[src/phy_lp_pkg.sv]
package phy_lp_pkg;

  // ----------------------------------------------------------------
  // Register map
  // ----------------------------------------------------------------
  typedef logic [11:0] reg_addr_t;
  typedef logic [31:0] reg_word_t;

  localparam reg_addr_t HCC_SET_OFFSET = 12'h050;
  localparam reg_addr_t HCC_CLR_OFFSET = 12'h054;
  localparam int        REQ_BIT        = 19;
  localparam int        PHY_ACTIVE_BIT = 18;
  localparam reg_word_t HCC_RESET      = 32'h0000_0000;

  // ----------------------------------------------------------------
  // Cable detector pins
  // ----------------------------------------------------------------
  localparam int PIN_COUNT   = 2;
  localparam int PIN_CONNECT = 0;
  localparam int PIN_BIAS    = 1;

  // ----------------------------------------------------------------
  // Power states
  // ----------------------------------------------------------------
  typedef enum logic [1:0] {
    ST_ACTIVE = 2'b00,
    ST_LOW    = 2'b01,
    ST_ULTRA  = 2'b10,
    ST_WAKE   = 2'b11
  } lp_state_t;

  // ----------------------------------------------------------------
  // Timing
  // ----------------------------------------------------------------
  localparam int WAKE_TIME_US    = 2000;
  localparam int CLK_FREQ_KHZ    = 10000;
  // Request decode and retiming eat two edges of the window
  localparam int WAKE_PIPE       = 2;
  // Longest time: integer division rounds down
  localparam int WAKE_CYCLES_MAX = WAKE_TIME_US * CLK_FREQ_KHZ / 1000 -
                                   WAKE_PIPE;
  localparam int WAKE_CNT_W      = 15;
  typedef logic [WAKE_CNT_W-1:0] wake_cnt_t;

endpackage : phy_lp_pkg

[src/port_event_if.sv]
`timescale 1ns/1ns
`default_nettype none
interface port_event_if;
  logic connected;
  logic bias;
  logic connect_rise;
  logic disconnect_fall;
  logic bias_rise;

  modport src (
    output connected,
    output bias,
    output connect_rise,
    output disconnect_fall,
    output bias_rise
  );

  modport dst (
    input connected,
    input bias,
    input connect_rise,
    input disconnect_fall,
    input bias_rise
  );
endinterface : port_event_if
`default_nettype wire

[src/pin_sync.sv]
`timescale 1ns/1ns
`default_nettype none
module pin_sync (
  input  wire logic   clock,
  input  wire logic   rst_n,
  input  wire logic   clk_en,
  input  wire logic   cable_connect_pin,
  input  wire logic   cable_bias_pin,
  port_event_if.src   ev
);
  import phy_lp_pkg::*;

  logic [PIN_COUNT-1:0] pins;
  logic [PIN_COUNT-1:0] s1_reg;
  logic [PIN_COUNT-1:0] s2_reg;
  logic [PIN_COUNT-1:0] s3_reg;
  logic [PIN_COUNT-1:0] level_reg;
  logic [PIN_COUNT-1:0] rise_reg;
  logic [PIN_COUNT-1:0] fall_reg;

  assign pins[PIN_CONNECT] = cable_connect_pin;
  assign pins[PIN_BIAS]    = cable_bias_pin;

  // ----------------------------------------------------------------
  // Three-stage sync, level moves only when stages two and three agree
  // ----------------------------------------------------------------
  genvar i;
  generate
    for (i = 0; i < PIN_COUNT; i++) begin : g_pin
      always_ff @(posedge clock or negedge rst_n) begin
        if (!rst_n) begin
          s1_reg[i] <= 1'b0;
          s2_reg[i] <= 1'b0;
          s3_reg[i] <= 1'b0;
        end else if (clk_en) begin
          s1_reg[i] <= pins[i];
          s2_reg[i] <= s1_reg[i];
          s3_reg[i] <= s2_reg[i];
        end
      end

      always_ff @(posedge clock or negedge rst_n) begin
        if (!rst_n) begin
          level_reg[i] <= 1'b0;
          rise_reg[i]  <= 1'b0;
          fall_reg[i]  <= 1'b0;
        end else if (clk_en) begin
          rise_reg[i] <= 1'b0;
          fall_reg[i] <= 1'b0;
          if (s2_reg[i] == s3_reg[i] && s3_reg[i] != level_reg[i]) begin
            level_reg[i] <= s3_reg[i];
            rise_reg[i]  <= s3_reg[i];
            fall_reg[i]  <= ~s3_reg[i];
          end
        end
      end
    end
  endgenerate

  assign ev.connected       = level_reg[PIN_CONNECT];
  assign ev.bias            = level_reg[PIN_BIAS];
  assign ev.connect_rise    = rise_reg[PIN_CONNECT];
  assign ev.disconnect_fall = fall_reg[PIN_CONNECT];
  assign ev.bias_rise       = rise_reg[PIN_BIAS];

endmodule : pin_sync
`default_nettype wire

[src/phy_low_power_wake_control.sv]
`timescale 1ns/1ns
`default_nettype none
// Overview of operation
// - Reduced host power, idle port: sleep automatically
// - Sleep gates clocks, references; detection stays outside ultralow
// - Ultralow only disconnected/disabled, interrupts off
// - Link power request bit set wakes device
// - Relevant port events also wake device
// - Clock valid within two milliseconds of wake
// - Awake PHY clocks the integrated link layer
module phy_low_power_wake_control #(
  parameter phy_lp_pkg::wake_cnt_t WAKE_CYCLES =
    phy_lp_pkg::wake_cnt_t'(phy_lp_pkg::WAKE_CYCLES_MAX)
) (
  input  wire logic                  clock,
  input  wire logic                  rst_n,
  input  wire logic                  clk_en,
  input  wire phy_lp_pkg::reg_addr_t reg_addr,
  input  wire logic                  reg_wr,
  input  wire logic                  reg_rd,
  input  wire phy_lp_pkg::reg_word_t reg_wdata,
  output var  phy_lp_pkg::reg_word_t reg_rdata,
  input  wire logic                  host_power_reduced,
  input  wire logic                  port_disabled,
  input  wire logic                  port_suspended,
  input  wire logic                  port_int_enable,
  input  wire logic                  cable_connect_pin,
  input  wire logic                  cable_bias_pin,
  output var  phy_lp_pkg::lp_state_t power_state,
  output var  logic                  clk_gen_enable,
  output var  logic                  ref_enable,
  output var  logic                  event_detect_enable,
  output var  logic                  link_clock_enable,
  output var  logic                  phy_clock_valid,
  output var  logic                  wake_pulse
);
  import phy_lp_pkg::*;

  port_event_if ev ();

  lp_state_t state_reg;
  lp_state_t state_next;
  wake_cnt_t wake_cnt_reg;
  logic      link_power_request_bit;
  logic      req_phy_reg;
  logic      int_en_phy_reg;
  logic      port_idle;
  logic      sleep_ok;
  logic      ultra_ok;
  logic      port_wake;
  reg_word_t hcc_view;

  function automatic logic is_sleep(input lp_state_t s);
    return (s == ST_LOW) || (s == ST_ULTRA);
  endfunction : is_sleep

  pin_sync u_pin_sync (
    .clock             (clock),
    .rst_n             (rst_n),
    .clk_en            (clk_en),
    .cable_connect_pin (cable_connect_pin),
    .cable_bias_pin    (cable_bias_pin),
    .ev                (ev)
  );

  // ----------------------------------------------------------------
  // Host controller control, set and clear views
  // ----------------------------------------------------------------
  always_ff @(posedge clock or negedge rst_n) begin
    if (!rst_n) begin
      link_power_request_bit <= HCC_RESET[REQ_BIT];
    end else if (clk_en && reg_wr && reg_wdata[REQ_BIT]) begin
      if (reg_addr == HCC_SET_OFFSET) begin
        link_power_request_bit <= 1'b1;
      end else if (reg_addr == HCC_CLR_OFFSET) begin
        link_power_request_bit <= 1'b0;
      end
    end
  end

  always_comb begin
    hcc_view                 = HCC_RESET;
    hcc_view[REQ_BIT]        = link_power_request_bit;
    hcc_view[PHY_ACTIVE_BIT] = (state_reg == ST_ACTIVE);
  end

  always_ff @(posedge clock or negedge rst_n) begin
    if (!rst_n) begin
      reg_rdata <= HCC_RESET;
    end else if (clk_en && reg_rd) begin
      if (reg_addr == HCC_SET_OFFSET || reg_addr == HCC_CLR_OFFSET) begin
        reg_rdata <= hcc_view;
      end else begin
        reg_rdata <= HCC_RESET;
      end
    end
  end

  // ----------------------------------------------------------------
  // Control retiming into the PHY side
  // ----------------------------------------------------------------
  // One stage keeps register decode off the sleep decision path
  always_ff @(posedge clock or negedge rst_n) begin
    if (!rst_n) begin
      req_phy_reg    <= 1'b0;
      int_en_phy_reg <= 1'b0;
    end else if (clk_en) begin
      req_phy_reg    <= link_power_request_bit;
      int_en_phy_reg <= port_int_enable;
    end
  end

  // ----------------------------------------------------------------
  // Sleep and wake decisions
  // ----------------------------------------------------------------
  assign port_idle = !ev.connected || port_disabled || port_suspended;
  assign sleep_ok  = host_power_reduced && port_idle && !req_phy_reg;
  assign ultra_ok  = (!ev.connected || port_disabled) &&
                     !int_en_phy_reg;
  assign port_wake = (ev.bias_rise && port_suspended) ||
                     (ev.disconnect_fall && port_suspended) ||
                     (ev.connect_rise && !port_disabled);

  always_comb begin
    state_next = state_reg;
    unique case (state_reg)
      ST_ACTIVE: begin
        if (sleep_ok) begin
          state_next = ultra_ok ? ST_ULTRA : ST_LOW;
        end
      end
      ST_LOW, ST_ULTRA: begin
        if (req_phy_reg || port_wake) begin
          state_next = ST_WAKE;
        end else begin
          state_next = ultra_ok ? ST_ULTRA : ST_LOW;
        end
      end
      ST_WAKE: begin
        if (wake_cnt_reg >= WAKE_CYCLES - wake_cnt_t'(1)) begin
          state_next = ST_ACTIVE;
        end
      end
    endcase
  end

  // Reset starts the clock restart path so the PHY comes up by itself
  always_ff @(posedge clock or negedge rst_n) begin
    if (!rst_n) begin
      state_reg <= ST_WAKE;
    end else if (clk_en) begin
      state_reg <= state_next;
    end
  end

  always_ff @(posedge clock or negedge rst_n) begin
    if (!rst_n) begin
      wake_cnt_reg <= '0;
    end else if (clk_en) begin
      if (state_reg == ST_WAKE) begin
        wake_cnt_reg <= wake_cnt_reg + wake_cnt_t'(1);
      end else begin
        wake_cnt_reg <= '0;
      end
    end
  end

  // ----------------------------------------------------------------
  // Power controls, all registered
  // ----------------------------------------------------------------
  always_ff @(posedge clock or negedge rst_n) begin
    if (!rst_n) begin
      power_state         <= ST_WAKE;
      clk_gen_enable      <= 1'b1;
      ref_enable          <= 1'b1;
      event_detect_enable <= 1'b1;
      link_clock_enable   <= 1'b0;
      phy_clock_valid     <= 1'b0;
      wake_pulse          <= 1'b0;
    end else if (clk_en) begin
      power_state         <= state_next;
      clk_gen_enable      <= !is_sleep(state_next);
      ref_enable          <= !is_sleep(state_next);
      // Connect detection stays on in low sleep, goes off in ultralow
      event_detect_enable <= (state_next != ST_ULTRA);
      link_clock_enable   <= (state_next == ST_ACTIVE);
      phy_clock_valid     <= (state_next == ST_ACTIVE);
      wake_pulse          <= is_sleep(state_reg) &&
                             (state_next == ST_WAKE);
    end
  end
endmodule : phy_low_power_wake_control
`default_nettype wire

[config.mk]
export PLATFORM = sky130hd
export DESIGN_NAME = phy_low_power_wake_control
export DESIGN_NICKNAME = d
export VERILOG_FILES = /design/src/phy_lp_pkg.sv /design/src/port_event_if.sv /design/src/pin_sync.sv /design/src/phy_low_power_wake_control.sv
export SDC_FILE = /design/constraint.sdc
export NUM_CORES = 1
export LEC_CHECK = 0
export ABC_AREA = 1
export BUFFER_PORTS_ARGS = -buffer_cell sky130_fd_sc_hd__buf_2
export CELL_PAD_IN_SITES_DETAIL_PLACEMENT = 1
export CELL_PAD_IN_SITES_GLOBAL_PLACEMENT = 1
export CORE_UTILIZATION = 30
export DETAILED_ROUTE_END_ITERATION = 10
export GPL_ROUTABILITY_DRIVEN = 0
export PLACE_DENSITY = 0.71
export SYNTH_ARGS = -nofsm -noshare
export SYNTH_HDL_FRONTEND = slang
export SYNTH_SLANG_ARGS = --single-unit
[constraint.sdc]
create_clock -name clock -period 2.01 [get_ports clock]
set_input_delay 0.1005 -clock clock [delete_from_list [all_inputs] [get_ports clock]]
set_output_delay 0.1005 -clock clock [all_outputs]
set_load 0.02 [all_outputs]
==> results_tabular.tex <==
\begin{tabular}{lr}
\hline
Metric & Value \\
\hline
\multicolumn{2}{l}{\textbf{Worst setup path}} \\
Worst-case reg-to-reg path depth & 9 \\
Data arrival time of the critical path & 1980 ps \\
Maximum fanout count along the critical path & 6 \\
CP delay by family, top & flip-flops \\
Required time reported for the critical path endpoint & 2200 ps \\
Crit start category & flop \\
Crit path cell chain & inv\_1, ha\_1, o21ai\_0, nand3\_1, nand2\_1, inv\_1, ha\_1, nand3\_1, nand2\_1 \\
Max stage delay cell, worst path & sky130\_fd\_sc\_hd\_\_dfstp\_2 \\
R2r startpoint & power\_state[0]\$\_DFFE\_PN1P\_ \\
Number of logic stages on the critical path including buffering & 9 \\
Type of destination of the critical path & flop \\
Buffers plus inverters on the worst setup path & 2 \\
Crit path largest cell delay & 590 ps \\
Critical path startpoint & power\_state[0]\$\_DFFE\_PN1P\_ \\
Crit Path Class & reg -> reg \\
\multicolumn{2}{l}{\textbf{Timing}} \\
Worst Setup Slack, final & 219 ps \\
Final-report hold violation count & 0 \\
Final setup fails & 0 \\
Least-Margin Pin Slew & 847 ps \\
Peak Freq & 558 MHz \\
Ratio of final minimum period to clock period & 89.1\% \\
Unrepaired setup endpoints after global routing & false \\
Min cycle time layout & 1790 ps \\
Max transition margin & 43.6\% \\
Worst clock skew & 7.57 ps \\
Slew Limit Fails & 0 \\
Total Negative Setup Slacks & 0 ps \\
\multicolumn{2}{l}{\textbf{Clock network}} \\
Htree depth & 2 \\
Number of buffers between clock root and the deepest sink & 2 \\
Clock buffers created by TritonCTS & 5 \\
CTS clk-pin slew, worst paths & 80 ps \\
Clock tree from TritonCTS & done \\
TritonCTS Sinks & 37 \\
Number of resized instances in the post-cts repair step & 0 \\
Count of buffers added by post-CTS timing repair for setup & 0 \\
Clock Tree Root & sky130\_fd\_sc\_hd\_\_clkbuf\_8 \\
Clock network latency to the later pin of the worst-skew pair & 290 ps \\
\multicolumn{2}{l}{\textbf{Floorplan}} \\
Core region area & 6910 um2 \\
Die width & 87.4 um \\
Top-level port count & 95 \\
Height of the chip & 87.4 um \\
Effective utilization at floorplan & 31.6\% \\
Rows & 30 \\
Die area & 7630 um2 \\
\multicolumn{2}{l}{\textbf{Global route}} \\
Vias in the first global route & 1790 \\
Final global-route overflow total & 0 \\
Maximum number of pins on one net before global-route repair & 38 \\
Number of antenna violations at the first check in global routing & 0 \\
Aggregate global-route resource usage & 13.1\% \\
Global-route wire length before repair & 7.81 mm \\
\multicolumn{2}{l}{\textbf{Final layout}} \\
Number of antenna diodes & 0 \\
Finished layout cell area & 2470 um2 \\
Cell Count, Final, Fillers Out & 420 \\
Ratio of cells with drive above 1 in the final layout & 18.2\% \\
Number of flip-flops in the largest register & 15 \\
Final-stage net count & 385 \\
P\&R area growth vs syn & 12.9\% \\
Final core occ & 35.7\% \\
\multicolumn{2}{l}{\textbf{Synth}} \\
Top cells by area in the synthesized netlist & sky130\_fd\_sc\_hd\_\_dfrtp\_1 38\%, sky130\_fd\_sc\_hd\_\_nand2\_1 12\%, sky130\_fd\_sc\_hd\_\_buf\_4 11\% \\
Top FF cell, synth & sky130\_fd\_sc\_hd\_\_dfrtp\_1 \\
Sequential cell area fraction in the yosys report & 42.6\% \\
Dominant cell type by area after synthesis & sky130\_fd\_sc\_hd\_\_dfrtp\_1 \\
Syn\_area\_per\_cell & 7.62 um2 \\
FF+latch count, synth & 37 \\
Mapped cell area & 2190 um2 \\
Yosys Warn Count & 0 \\
Cells after Synth & 287 \\
Yosys top cell area share & 37.8\% \\
Distinct cells, synth & 27 \\
Proportion of synthesized flip-flops having asynchronous set or reset & 100\% \\
Count of flip-flops with a built-in enable after synthesis & 0 \\
\multicolumn{2}{l}{\textbf{Route}} \\
Starting DRC count in detailed routing & 30 \\
Vias & 1755 \\
Antenna Nets Post-Route & 0 \\
Drt first pass iters & 2 \\
Wire length per cell & 10.7 um \\
Drt via density & 4.18 \\
Total routed wirelength & 4.48 mm \\
DRC Markers & 0 \\
\multicolumn{2}{l}{\textbf{Power and ir drop}} \\
Power density relative to cell area & 1000 nW/um2 \\
Maximum resistive drop on vdd & 0.427 mV \\
Reported leakage power & 1.31 nW \\
\multicolumn{2}{l}{\textbf{Placed design}} \\
Cell area reported after detailed placement & 2330 um2 \\
Pre-CTS worst setup slack & 191 ps \\
Number of cells after detailed placement & 410 \\
Post-DP HPWL & 3.47 mm \\
Count of buffers from port buffering & 33 \\
\multicolumn{2}{l}{\textbf{Worst hold path}} \\
Number of instances on the worst hold path & 3 \\
Worst min-delay path class & in -> reg \\
Worst hold path startpoint & cable\_bias\_pin \\
\multicolumn{2}{l}{\textbf{Status}} \\
Run status & finished, final reports clean \\
\multicolumn{2}{l}{\textbf{Job}} \\
Max-cap viol count & 0 \\
\hline
\end{tabular}
cells in the final DEF (no fill, tap or decap):
master	count
sky130_fd_sc_hd__nand2_1	71
sky130_fd_sc_hd__inv_1	37
sky130_fd_sc_hd__buf_2	33
sky130_fd_sc_hd__dfrtp_1	33
sky130_fd_sc_hd__conb_1	30
sky130_fd_sc_hd__nor2_1	25
sky130_fd_sc_hd__o21ai_0	19
sky130_fd_sc_hd__nand3_1	14
sky130_fd_sc_hd__a21oi_1	11
sky130_fd_sc_hd__ha_1	7
sky130_fd_sc_hd__clkbuf_8	6
sky130_fd_sc_hd__nor2_2	5
sky130_fd_sc_hd__nand2_2	4
sky130_fd_sc_hd__nor3_1	4
sky130_fd_sc_hd__dfstp_2	4
sky130_fd_sc_hd__nand4_1	3
sky130_fd_sc_hd__nor4_1	3
sky130_fd_sc_hd__inv_2	2
sky130_fd_sc_hd__nor2_4	2
sky130_fd_sc_hd__dlygate4sd3_1	2
sky130_fd_sc_hd__nand3b_1	1
sky130_fd_sc_hd__o22ai_1	1
sky130_fd_sc_hd__a21boi_0	1
sky130_fd_sc_hd__o21ai_1	1
sky130_fd_sc_hd__a21o_1	1
sky130_fd_sc_hd__and3_1	1
sky130_fd_sc_hd__clkinvlp_4	1
sky130_fd_sc_hd__bufinv_16	1
sky130_fd_sc_hd__buf_4	1
synth_stat cells, types with 3 or more instances:
master / n
sky130_fd_sc_hd__nand2_1: 71
sky130_fd_sc_hd__inv_1: 37
sky130_fd_sc_hd__buf_4: 33
sky130_fd_sc_hd__dfrtp_1: 33
sky130_fd_sc_hd__nor2_1: 25
sky130_fd_sc_hd__o21ai_0: 19
sky130_fd_sc_hd__nand3_1: 14
sky130_fd_sc_hd__a21oi_1: 11
sky130_fd_sc_hd__ha_1: 7
sky130_fd_sc_hd__nor2_2: 5
sky130_fd_sc_hd__dfstp_2: 4
sky130_fd_sc_hd__nand2_2: 4
sky130_fd_sc_hd__nor3_1: 4
sky130_fd_sc_hd__nand4_1: 3
sky130_fd_sc_hd__nor4_1: 3
where the power goes:
part           switching [mW]  internal (mW)  total (mW)
clock network           0.278          0.404       0.681
registers              0.0926          0.887       0.980
logic                   0.534          0.274       0.808
total                   0.904           1.56        2.47
per-stage QoR:
step | power, mW | hold slack, ps
2_1_floorplan | 1.63 | -195
3_3_place_gp | 1.78 | 266
3_5_place_dp | 1.82 | 261
4_1_cts | 2.52 | 2.89
5_1_grt | 2.67 | 20.2
6_report | 2.47 | 10.4
area by class of cell:
| type | instances | area, um2 |
|---|---|---|
| multi-input combinational | 204 | 957 |
| clock buffer | 6 | 82.6 |
| clock inverter | 2 | 37.5 |
| tap | 96 | 120 |
| fill | 911 | 4440 |
| sequential | 37 | 931 |
| timing repair buffer | 36 | 193 |
| inverter | 39 | 146 |
logic make-up after synthesis:
logic type,after synthesis,synth area share (%)
AOI/OAI and AO/OA,34,8.07
adders and majority gates,7,4.01
buffers and inverters,75,18.6
DFF,37,42.6
other,1,0.172
and+or+nand+nor,133,26.6
routing by layer:
layer	up-vias	wire, um	global-route usage (%)
met5	-	0	0
met2	24	2280	23.9
met1	822	2040	15.0
li1	904	-	-
met4	0	30	3.13
met3	5	133	3.79
what timing repair did:
item / 4_1_cts / 5_1_grt
hold buffers: 2 / 0
endpoints found under the hold margin: 34 / 0
setup endpoints to repair: 0 / 0
path summary, 6_finish.rpt:
kind                                                    end  slack, ps
setup / recovery                     wake_pulse$_DFFE_PN0P_        220
hold / removal             u_pin_sync.s1_reg[1]$_DFFE_PN0P_         10
setup reg to reg                     wake_pulse$_DFFE_PN0P_        220
hold reg to reg                      ref_enable$_DFFE_PN1P_        480
max in group asynchronous       phy_clock_valid$_DFFE_PN0P_       1020
min in group asynchronous       wake_cnt_reg[4]$_DFFE_PN0P_        460
worst reg2reg max path, cell delays in order (launching register included):
cell	delay (ps)
sky130_fd_sc_hd__dfstp_2	590
sky130_fd_sc_hd__inv_1	60
sky130_fd_sc_hd__ha_1	320
sky130_fd_sc_hd__o21ai_0	90
sky130_fd_sc_hd__nand3_1	120
sky130_fd_sc_hd__nand2_1	140
sky130_fd_sc_hd__inv_1	60
sky130_fd_sc_hd__ha_1	190
sky130_fd_sc_hd__nand3_1	70
sky130_fd_sc_hd__nand2_1	50
Power figures use the tool's default switching activity.
